===== src/hw/party_line_pkg.sv =====
// Constants and carriers for the two-card party-line interface.
// Assumes a 20 MHz system clock and host I/O strobes on that clock.
package party_line_pkg;
  localparam int WORD_W = 16;
  localparam int CLK_PERIOD_NS = 50;
  // Control word layout
  localparam int ADDR_LSB = 0;
  localparam int ADDR_W = 8;
  localparam int STATUS_LSB = 8;
  localparam int STATUS_W = 4;
  localparam int BIT_SEND_DATA = 12;
  localparam int BIT_TAKE_DATA = 13;
  localparam int BIT_SEND_STATUS = 14;
  localparam int BIT_INDIRECT = 15;
  localparam logic [15:0] WORD_RESET = 16'h0000;
  // Data strobe timing, least times in ns
  localparam int DRIVE_PULSE_NS = 1000;
  localparam int ALERT_DELAY_NS = 250;
  localparam int ALERT_PULSE_NS = 500;
  localparam int DRIVE_PULSE_CYC = (DRIVE_PULSE_NS + CLK_PERIOD_NS - 1) / CLK_PERIOD_NS;
  localparam int ALERT_DELAY_CYC = (ALERT_DELAY_NS + CLK_PERIOD_NS - 1) / CLK_PERIOD_NS;
  localparam int ALERT_PULSE_CYC = (ALERT_PULSE_NS + CLK_PERIOD_NS - 1) / CLK_PERIOD_NS;
  localparam int STROBE_CNT_W = 8;
  localparam int FIFO_DEPTH = 16;
  // One-cycle host I/O instruction strobes for one card
  typedef struct packed {
    logic load_out;
    logic set_enable;
    logic clear_enable;
    logic clear_request;
    logic read_in;
  } card_op_t;
  typedef enum logic [1:0] {
    STROBE_IDLE = 2'b00,
    STROBE_DRIVE = 2'b01
  } strobe_state_t;
endpackage


===== src/hw/party_line_cards.sv =====
// Command card and data card of a party-line I/O pair, plus the input FIFO.
// Assumes host I/O strobes on sys_clk_in; bus pins are resolved by the board.
// What this block does
// - Command card holds 16-bit in and out registers sharing one control bus.
// - Control lines are only pulled low, released unless sending control.
// - Command card gives an action-alert output and a done-return input.
// - Setting command enable drives the stored word and raises action-alert.
// - Done-return withdraws alert and word and latches bus into input register.
// - Data card holds 16-bit in and out registers on a data-only bus.
// - Data action-alert is level or pulse, chosen by a static jumper.
// - Data command enable starts a bus-drive pulse with alert pulse inside.
// - Data output register stays off the bus except during output transfers.
// - Data done-return latches the data bus and sets a request while enabled; sent with the data.
// - One interrupt channel; any command done-return sets the request flop.
// - Data command enable cleared outside outputs so inputs raise no interrupt.
`timescale 1ns/1ps

module sync2 #(
  parameter int W = 1
) (
  input wire logic sys_clk_in,
  input wire logic rst_in,
  input wire logic [W-1:0] async_in,
  output logic [W-1:0] sync_out
);
  logic [W-1:0] meta_q;
  always_ff @(posedge sys_clk_in) begin
    if (rst_in) begin
      meta_q <= '0;
      sync_out <= '0;
    end else begin
      meta_q <= async_in;
      sync_out <= meta_q;
    end
  end
endmodule

module word_fifo #(
  parameter int W = 16,
  parameter int DEPTH = 16
) (
  input wire logic sys_clk_in,
  input wire logic rst_in,
  input wire logic in_valid_in,
  output logic in_ready_out,
  input wire logic [W-1:0] in_data_in,
  output logic out_valid_out,
  input wire logic out_ready_in,
  output logic [W-1:0] out_data_out
);
  localparam int AW = $clog2(DEPTH);
  localparam logic [AW:0] DEPTH_C = (AW+1)'(DEPTH);
  logic [W-1:0] mem_q [DEPTH];
  logic [AW-1:0] wr_q;
  logic [AW-1:0] rd_q;
  logic [AW:0] cnt_q;
  wire push = in_valid_in && in_ready_out;
  wire pop = out_valid_out && out_ready_in;
  assign in_ready_out = (cnt_q != DEPTH_C);
  assign out_valid_out = (cnt_q != '0);
  assign out_data_out = mem_q[rd_q];
  always_ff @(posedge sys_clk_in) begin
    if (push) begin
      mem_q[wr_q] <= in_data_in;
    end
  end
  always_ff @(posedge sys_clk_in) begin
    if (rst_in) begin
      wr_q <= '0;
      rd_q <= '0;
      cnt_q <= '0;
    end else begin
      if (push) begin
        wr_q <= (wr_q == AW'(DEPTH - 1)) ? '0 : wr_q + 1'b1;
      end
      if (pop) begin
        rd_q <= (rd_q == AW'(DEPTH - 1)) ? '0 : rd_q + 1'b1;
      end
      cnt_q <= cnt_q + {{AW{1'b0}}, push} - {{AW{1'b0}}, pop};
    end
  end
endmodule

module party_line_cards
  import party_line_pkg::*;
#(
  parameter int FIFO_W = WORD_W,
  parameter int FIFO_D = FIFO_DEPTH
) (
  input wire logic sys_clk_in,
  input wire logic rst_in,
  // Host side, command card
  input wire card_op_t ctl_op_in,
  input wire logic [WORD_W-1:0] ctl_word_in,
  output logic [WORD_W-1:0] ctl_in_word_out,
  output logic ctl_enable_out,
  output logic ctl_request_out,
  // Host side, data card
  input wire card_op_t dat_op_in,
  input wire logic [WORD_W-1:0] dat_word_in,
  output logic [WORD_W-1:0] dat_in_word_out,
  output logic dat_in_valid_out,
  output logic dat_room_out,
  output logic irq_out,
  // Control bus, ground-true open drain
  input wire logic [WORD_W-1:0] ctl_bus_in,
  output logic [WORD_W-1:0] ctl_bus_out,
  output logic [WORD_W-1:0] ctl_bus_oe_out,
  output logic ctl_alert_out,
  input wire logic ctl_done_in,
  // Data bus
  input wire logic [WORD_W-1:0] dat_bus_in,
  output logic [WORD_W-1:0] dat_bus_out,
  output logic dat_bus_oe_out,
  output logic dat_alert_out,
  input wire logic dat_done_in,
  input wire logic alert_level_sel_in
);
  localparam logic [STROBE_CNT_W-1:0] DRIVE_END = STROBE_CNT_W'(DRIVE_PULSE_CYC - 1);
  localparam logic [STROBE_CNT_W-1:0] ALERT_ON = STROBE_CNT_W'(ALERT_DELAY_CYC);
  localparam logic [STROBE_CNT_W-1:0] ALERT_OFF = STROBE_CNT_W'(ALERT_DELAY_CYC + ALERT_PULSE_CYC);

  logic [WORD_W-1:0] ctl_bus_s;
  logic [WORD_W-1:0] dat_bus_s;
  logic ctl_done_s;
  logic dat_done_s;
  logic level_sel_s;
  logic ctl_done_d1_q;
  logic dat_done_d1_q;

  sync2 #(.W(WORD_W)) u_sync_ctl_bus (
    .sys_clk_in(sys_clk_in), .rst_in(rst_in), .async_in(ctl_bus_in), .sync_out(ctl_bus_s));
  sync2 #(.W(WORD_W)) u_sync_dat_bus (
    .sys_clk_in(sys_clk_in), .rst_in(rst_in), .async_in(dat_bus_in), .sync_out(dat_bus_s));
  sync2 #(.W(3)) u_sync_ctl (
    .sys_clk_in(sys_clk_in), .rst_in(rst_in),
    .async_in({ctl_done_in, dat_done_in, alert_level_sel_in}),
    .sync_out({ctl_done_s, dat_done_s, level_sel_s}));

  wire ctl_done_rise = ctl_done_s && !ctl_done_d1_q;
  wire dat_done_rise = dat_done_s && !dat_done_d1_q;

  // Command card
  logic [WORD_W-1:0] ctl_out_q;
  logic command_enable_flop_q;
  logic request_flop_q;
  logic command_enable_flop_d;
  logic request_flop_d;
  logic [WORD_W-1:0] ctl_oe_d;

  always_comb begin
    command_enable_flop_d = command_enable_flop_q;
    if (ctl_op_in.set_enable) begin
      command_enable_flop_d = 1'b1;
    end
    if (ctl_op_in.clear_enable || ctl_done_rise) begin
      command_enable_flop_d = 1'b0;
    end
  end

  // done sets request, set beats a clear in the same cycle
  always_comb begin
    request_flop_d = request_flop_q;
    if (ctl_op_in.clear_request || ctl_op_in.set_enable) begin
      request_flop_d = 1'b0;
    end
    if (ctl_done_rise) begin
      request_flop_d = 1'b1;
    end
  end

  // pull low only for set bits while sending
  assign ctl_oe_d = command_enable_flop_d ? ctl_out_q : '0;

  always_ff @(posedge sys_clk_in) begin
    if (rst_in) begin
      ctl_out_q <= WORD_RESET;
      command_enable_flop_q <= 1'b0;
      request_flop_q <= 1'b0;
      ctl_done_d1_q <= 1'b0;
      dat_done_d1_q <= 1'b0;
    end else begin
      if (ctl_op_in.load_out) begin
        ctl_out_q <= ctl_word_in;
      end
      command_enable_flop_q <= command_enable_flop_d;
      request_flop_q <= request_flop_d;
      ctl_done_d1_q <= ctl_done_s;
      dat_done_d1_q <= dat_done_s;
    end
  end

  // input register sees the same 16 lines
  // latch bus on done-return, wire low reads as one
  always_ff @(posedge sys_clk_in) begin
    if (rst_in) begin
      ctl_in_word_out <= WORD_RESET;
    end else if (ctl_done_rise) begin
      ctl_in_word_out <= ~ctl_bus_s;
    end
  end

  always_ff @(posedge sys_clk_in) begin
    if (rst_in) begin
      ctl_bus_oe_out <= '0;
      ctl_bus_out <= '0;
      ctl_alert_out <= 1'b0;
      ctl_enable_out <= 1'b0;
      ctl_request_out <= 1'b0;
    end else begin
      ctl_bus_oe_out <= ctl_oe_d;
      ctl_bus_out <= '0;
      ctl_alert_out <= command_enable_flop_d;
      ctl_enable_out <= command_enable_flop_d;
      ctl_request_out <= request_flop_d;
    end
  end

  // Data card
  logic [WORD_W-1:0] dat_out_q;
  logic dat_enable_q;
  logic dat_request_q;
  strobe_state_t strobe_q;
  strobe_state_t strobe_d;
  logic [STROBE_CNT_W-1:0] strobe_cnt_q;
  logic [STROBE_CNT_W-1:0] strobe_cnt_d;
  logic dat_enable_d;
  logic dat_request_d;
  logic fifo_in_ready;
  logic fifo_out_valid;
  logic [WORD_W-1:0] fifo_out_data;

  always_comb begin
    strobe_d = strobe_q;
    strobe_cnt_d = strobe_cnt_q;
    case (strobe_q)
      STROBE_IDLE: begin
        strobe_cnt_d = '0;
        if (dat_op_in.set_enable) begin
          strobe_d = STROBE_DRIVE;
        end
      end
      STROBE_DRIVE: begin
        strobe_cnt_d = strobe_cnt_q + 1'b1;
        if (strobe_cnt_q == DRIVE_END) begin
          strobe_d = STROBE_IDLE;
          strobe_cnt_d = '0;
        end
      end
      default: begin
        strobe_d = STROBE_IDLE;
        strobe_cnt_d = '0;
      end
    endcase
  end

  wire drive_d = (strobe_d == STROBE_DRIVE);
  // alert pulse sits inside the drive pulse
  wire alert_pulse_d = drive_d && (strobe_cnt_d >= ALERT_ON) && (strobe_cnt_d < ALERT_OFF);
  wire alert_d = level_sel_s ? (dat_enable_d && drive_d) : alert_pulse_d;

  // enable flop only set by output transfers, software clears it
  always_comb begin
    dat_enable_d = dat_enable_q;
    if (dat_op_in.set_enable) begin
      dat_enable_d = 1'b1;
    end
    if (dat_op_in.clear_enable) begin
      dat_enable_d = 1'b0;
    end
  end

  // done raises a request only while enabled
  always_comb begin
    dat_request_d = dat_request_q;
    if (dat_op_in.clear_request || dat_op_in.set_enable) begin
      dat_request_d = 1'b0;
    end
    if (dat_done_rise && dat_enable_q) begin
      dat_request_d = 1'b1;
    end
  end

  always_ff @(posedge sys_clk_in) begin
    if (rst_in) begin
      dat_out_q <= WORD_RESET;
      dat_enable_q <= 1'b0;
      dat_request_q <= 1'b0;
      strobe_q <= STROBE_IDLE;
      strobe_cnt_q <= '0;
    end else begin
      if (dat_op_in.load_out) begin
        dat_out_q <= dat_word_in;
      end
      dat_enable_q <= dat_enable_d;
      dat_request_q <= dat_request_d;
      strobe_q <= strobe_d;
      strobe_cnt_q <= strobe_cnt_d;
    end
  end

  // drive only inside the output pulse
  always_ff @(posedge sys_clk_in) begin
    if (rst_in) begin
      dat_bus_out <= '0;
      dat_bus_oe_out <= 1'b0;
      dat_alert_out <= 1'b0;
      irq_out <= 1'b0;
    end else begin
      dat_bus_out <= drive_d ? dat_out_q : '0;
      dat_bus_oe_out <= drive_d;
      dat_alert_out <= alert_d;
      irq_out <= request_flop_d || dat_request_d;
    end
  end

  // data done-return captures the bus into the FIFO, and requests while enabled
  word_fifo #(.W(FIFO_W), .DEPTH(FIFO_D)) u_in_fifo (
    .sys_clk_in(sys_clk_in),
    .rst_in(rst_in),
    .in_valid_in(dat_done_rise),
    .in_ready_out(fifo_in_ready),
    .in_data_in(dat_bus_s),
    .out_valid_out(fifo_out_valid),
    .out_ready_in(dat_op_in.read_in),
    .out_data_out(fifo_out_data)
  );

  // Head word is shown registered; a word arriving while full is lost
  always_ff @(posedge sys_clk_in) begin
    if (rst_in) begin
      dat_in_word_out <= WORD_RESET;
      dat_in_valid_out <= 1'b0;
      dat_room_out <= 1'b0;
    end else begin
      // Hold the last word while empty, so unwritten FIFO slots never show
      if (fifo_out_valid) begin
        dat_in_word_out <= fifo_out_data;
      end
      dat_in_valid_out <= fifo_out_valid && !(dat_op_in.read_in && fifo_out_valid);
      dat_room_out <= fifo_in_ready;
    end
  end
endmodule


===== config.mk =====
export PLATFORM = sky130hd
export DESIGN_NAME = party_line_cards
export DESIGN_NICKNAME = d
export VERILOG_FILES = /design/src/hw/party_line_pkg.sv /design/src/hw/party_line_cards.sv
export SDC_FILE = /design/constraint.sdc
export NUM_CORES = 1
export LEC_CHECK = 0
export ABC_AREA = 0
export BUFFER_PORTS_ARGS = -buffer_cell sky130_fd_sc_hd__buf_2
export CAP_MARGIN = 20
export CORE_ASPECT_RATIO = 1.4
export CORE_MARGIN = 5
export CORE_UTILIZATION = 58
export DETAILED_ROUTE_END_ITERATION = 16
export PLACE_DENSITY = 0.89
export RECOVER_POWER = 50
export SYNTH_ARGS = -nofsm -noshare
export SYNTH_HDL_FRONTEND = slang
export SYNTH_SLANG_ARGS = --single-unit

===== constraint.sdc =====
create_clock -name sys_clk_in -period 4.07 [get_ports sys_clk_in]
set_input_delay 0.814 -clock sys_clk_in [delete_from_list [all_inputs] [get_ports sys_clk_in]]
set_output_delay 0.814 -clock sys_clk_in [all_outputs]
set_load 0.01 [all_outputs]

# After elaboration in Yosys (flattened, before gate mapping)
# Memory sizes are Yosys's and may differ from the RTL's. A register that Yosys moved wholly into a read port is not among the register bits.
# Cells that the tools add are included.
# classes
add_sub_neg	5
n_mul	0
div_mod_pow	0
magnitude_cmp	2
eq_ne	6
shift	0
n_mux	18
bitwise	3
reduce_logical	20
# ops
operator	count
$mux 8	2
$not 16->16	1
$mux 1	11
$logic_and 1x1->1	9
$add 4x1->4 const B	2
$add 8x1->8 const B	1
$eq 4x4->1 const B	2
$eq 8x5->1 const B	1
$ge 8x3->1 const B	1
$lt 8x4->1 const B	1
$mux 4	2
$add 5x1->5	1
$ne 5x5->1 const B	1
$reduce_bool 5->1	1
$sub 5x1->5	1
$eq 2x1->1 const B	2
$logic_or 1x1->1	4
$mux 2	2
$pmux 2 s2	1
$reduce_or 2->1	2
$logic_not 1->1	3
$logic_not 2->1	1
$not 1->1	2
# word_totals
ff_bits	184
latchBits	0
ramBits	256
romBits	0
inputBits	79
out_inout_bits	88
word_cells	82
memories	1
# mem_list
name	words	word_bits	rd	rd_clocked_by_memory_dff	wr	line_no	source
u_in_fifo.mem_q	16	16	1	1	1	party_line_cards.sv:53	logic [W-1:0] mem_q [DEPTH];

# Logic depth before layout (Yosys ltp)
# logic_depth
depth_word	7
ltp_mapped	15
mapped_depth_nobuf	14

# Cells and area by module
# From an unflattened synthesis, not the netlist that was laid out.
# unflattened
hier_cells	1035
area_unflattened_um2	16545.9
# modules_own_cells
mod	instances	cells_per_inst	area_per_inst_um2	seq_area_each_um2
word_fifo	1	500	10555.1	8027.7
party_line_cards	1	389	4106.4	2342.2
sync2 at u_sync_ctl_bus ...	2	67	863.3	640.6
sync2 at u_sync_ctl	1	12	157.7	120.1

# Worst setup path after synthesis
# No wires, ideal clock.
# synth_timing
path_type	register to register
startpoint	reg u_in_fifo.cnt_q[2]
endpoint	mem u_in_fifo.mem_q[3][0], enable pin
setup_time_ns	0.409
t_arrival_ns	2.477
required_time_ns	3.661
slack_ns	1.184
path_stages_with_launch	7
path_buffers	0
period_less_slack_ns	2.886
cell_sequence	dfxtp_1 > inv_1 > ha_1 > and4bb_2 > nor3b_4 > nand2_1 > nor3_1
# synth_via
elab_chain_cells	4
# synth_lines
element	line_no	source
from (decl)	party_line_cards.sv:56	logic [AW:0] cnt_q;
from (signal assigned)	party_line_cards.sv:79	cnt_q <= cnt_q + {{AW{1'b0}}, push} - {{AW{1'b0}}, pop};
$ne 5x5->1	party_line_cards.sv:59	assign in_ready_out = (cnt_q != DEPTH_C);
$logic_and 1x1->1	party_line_cards.sv:57	wire push = in_valid_in && in_ready_out;
named net u_in_fifo.push	party_line_cards.sv:57	
$mux 1	party_line_cards.sv:63	if (push) begin
$mux 1 (implied by the code)	party_line_cards.sv:64	mem_q[wr_q] <= in_data_in;
to (decl)	party_line_cards.sv:53	
# The timed path passes the listed nets, and every way through them passes these cells.

# Final worst setup path
# layout_timing
startpoint	reg u_in_fifo.cnt_q[2]
endpoint	mem u_in_fifo.mem_q[11][14], enable pin
# The elaborated chain is that of the path after synthesis.

==> flow_summary.ini <==
[hold_path]
hold_start = u_sync_ctl_bus.sync_out[3]$_SDFF_PP0_
hold_class = reg2reg

[cts]
post_cts_buffers = 0
hold_buffers = 0
cts_tree = built
cts.sink_count = 456
clock_tree.root_cell = clkbuf_16
cts-buffers-inserted = 41
cts_buffer_depth = 3
insertion_delay_ns = 0.53
cts.clk_slew.worst_paths_ns = 0.07
htreeDepth = 2
cts_resized = 0

[global_routing]
grt_pass1_vias = 9660
grt_antenna_before_repair = 0
grt_first_pass_wirelength_um = 54600
grt_use_total_pct = 21.9
grt_overflow = 0
grt_max_degree = 84

[critical_path]
end_kind = flip-flop
crit_fanout = 10
critPathKind = reg2reg
r2r-start = u_in_fifo.cnt_q[2]$_SDFF_PP0_
crit_chain = inv_1 > ha_1 > and4bb_2 > nor3b_4 > nand2_1 > nor2_1 > buf_4
slowest_stage = nor2_1
cp-start-kind = flip-flop
ff2ff_setup_slack_ns = 1.13
cp_num_buf_inv = 2
path_delay_family = simple AND/OR/NAND/NOR gates
slowest_delay_ns = 0.70
timing.critical_path.required_ns = 4.28
worstPathArrival_ns = 3.15
crit_start = u_in_fifo.cnt_q[2]$_SDFF_PP0_

[sta]
fmaxAchievable_ghz = 0.340
tightest_slew_ns = 1.81
fin_worst_skew_ns = 0.0167
period_share_pct = 72.4
rsz0062_at_grt = no
setup_tns_ns = 0
hold_viol = 0
whs_ns = 0.403
setup_viol = 0
finalCriticalPeriod_ns = 2.94
relSlewSlack_pct = -20.4
maxSlewViolCount = 79

[cells_and_area]
final_nets = 1289
drive_gt1_share_pct = 20.5
fillers = 1847
antenna_cells = 0
area_delta_synth_final_pct = 14.3

[placed_design]
dpl.hpwl_um = 21100
port_buffers = 149
routabilityCongestion = 0.778

[synthesis]
yosysWarnings = 0
syn_area_um2 = 16400
synth_cells = 1036
syn_area_per_cell_um2 = 15.8
async_flop_share_pct = 0
synth_edf_count = 256
synth_ff_type = edfxtp_1
synth_cell_type_count = 49
ys_seq_area_share_pct = 71.2
synth_seq_cells = 456

[power_and_ir_drop]
ir_worst_vdd_mv = 0.363
swShare_pct = 23.8
p_int_w = 0.00792
pwr-share-seq_pct = 50.5
power_density_nw_per_um2 = 554
p_switching_w = 0.00247
clockPowerShare_pct = 36.9
total_leakage_power_nw = 6.75
p_comb_share_pct = 12.6

[status]
violations = capacitance limit, slew limit
outcome = finished, violations left

[route]
via_count = 9181
via_per_inst = 5.73
drt_first_pass_iters = 5
routed_wl_um = 34900
drt_iter0_markers = 696
wl_per_cell_um = 21.8
drc = 0
ant_nets = 0

[floorplanning]
initial_core_util_pct = 58.3
top_level_ports = 167
die_area_um2 = 31800
fp.dieW_um = 152
dieHeight_um = 209
coreArea_um2 = 28100
fp-row-count = 73

[run]
maxCapViolCount = 1
-- stage by stage --
step / setup slack, ns / area (um^2) / cells / total power (W) / utilization, %
final: 1.13 / 18800 / 1602 / 0.0104 / 66.7
after global routing: 0.834 / 18800 / 1602 / 0.0108 / 66.7
after CTS: 1.14 / 18800 / 1602 / 0.0105 / 67.0
after detailed placement: 1.14 / 17500 / 1529 / 0.00665 / 62.2
after global placement: 1.20 / 17500 / 1528 / 0.00659 / 62.2
after floorplan: 1.18 / 16500 / 1052 / 0.00629 / -
-- placed cells by master, fill, tap and decap left out, types with 6 or more instances in the layout --
| cell type | n |
|---|---|
| dfxtp_1 | 198 |
| inv_1 | 12 |
| nand2b_1 | 22 |
| edfxtp_1 | 256 |
| and2_1 | 24 |
| a211oi_1 | 18 |
| a21oi_1 | 24 |
| a311oi_1 | 17 |
| xor2_1 | 7 |
| clkbuf_1 | 71 |
| nor2b_1 | 75 |
| buf_4 | 27 |
| mux2i_1 | 34 |
| and2_0 | 9 |
| buf_2 | 85 |
| conb_1 | 17 |
| ha_1 | 12 |
| a22o_1 | 16 |
| clkbuf_16 | 41 |
| xnor2_1 | 6 |
| nor2_1 | 105 |
| clkbuf_8 | 7 |
| mux4_2 | 64 |
| nand2_1 | 15 |
-- kinds of logic after synthesis --
family / synth area share [%]
fa+ha+maj: 1.04
other cells: 0.0229
flops: 71.2
simple gates: 9.19
compound gates: 4.06
buf+inv: 2.89
mux: 10.9
xor+xnor: 0.694
-- power by group through the flow --
stage                     combinational [W]  clock [W]  sequential, W
after floorplan                     0.00103          0        0.00527
after global placement              0.00127          0        0.00533
after detailed placement            0.00131          0        0.00534
after CTS                           0.00134    0.00389        0.00525
after global routing                0.00144    0.00409        0.00528
final                               0.00131    0.00384        0.00525
-- worst paths after layout --
check	end	cells after the start
worst max-delay path	u_in_fifo.mem_q[11][14]$_DFFE_PP_	7
worst min-delay path	ctl_in_word_out[3]$_SDFFE_PP0P_	1
worst max register to register	u_in_fifo.mem_q[11][14]$_DFFE_PP_	7
worst min register to register	ctl_in_word_out[3]$_SDFFE_PP0P_	1
-- worst register-to-register path: cells and delay by family (launching register included) --
kind | cells | cell delay, ns
flip-flops | 1 | 0.35
buffers and inverters | 2 | 0.47
adder cells (fa/ha/maj) | 1 | 0.20
AND/OR/NAND/NOR | 4 | 1.61
-- layout make-up --
class | count | area, um^2 | share of cell area (%)
sequential | 456 | 11700 | 62.4
clock buffer | 55 | 1150 | 6.12
clock inverter | 18 | 201 | 1.07
inverter | 11 | 41.3 | 0.220
tap | 375 | 469 | 2.50
timing repair buffer | 177 | 873 | 4.66
multi-input combinational | 510 | 4320 | 23.1
-- state kept, by name, summed over array words and instances (netlist names), 5 cells and up --
register                 flops
u_sync_dat_bus.meta_q       16
ctl_in_word_out             16
strobe_cnt_q                 8
u_sync_ctl_bus.sync_out     16
ctl_bus_oe_out              16
dat_in_word_out             16
u_sync_dat_bus.sync_out     16
u_sync_ctl_bus.meta_q       16
u_in_fifo.mem_q            256
u_in_fifo.cnt_q              5
dat_bus_out                 16
ctl_out_q                   16
dat_out_q                   16
-- Yosys cell counts, drive strengths merged (3+ instances only) --
master	instances	share of area (%)
and2	33	1.3
xor2	7	0.37
a21oi	24	0.73
dfxtp	200	24
xnor2	6	0.32
a311oi	17	0.91
inv	11	0.25
buf	46	2.0
nand2	15	0.34
nand2b	22	0.84
a22o	16	0.85
a211oi	18	0.82
nor3	9	0.27
nor3b	3	0.21
nor2	105	2.4
nand3	5	0.15
nor2b	77	2.9
ha	12	0.91
edfxtp	256	47
mux4	64	8.8
mux2i	34	2.1
clkbuf	29	0.66
-- routing by layer --
metal  vias to the layer above  GRT usage [%]  share of wire, %
li1                       4082              -                 -
met5                         -              0                 0
met2                       453           38.3                52
met3                        95           5.12               8.8
met1                      4551           26.4                36
met4                         0           8.68               3.9
Power figures use the tool's default switching activity.
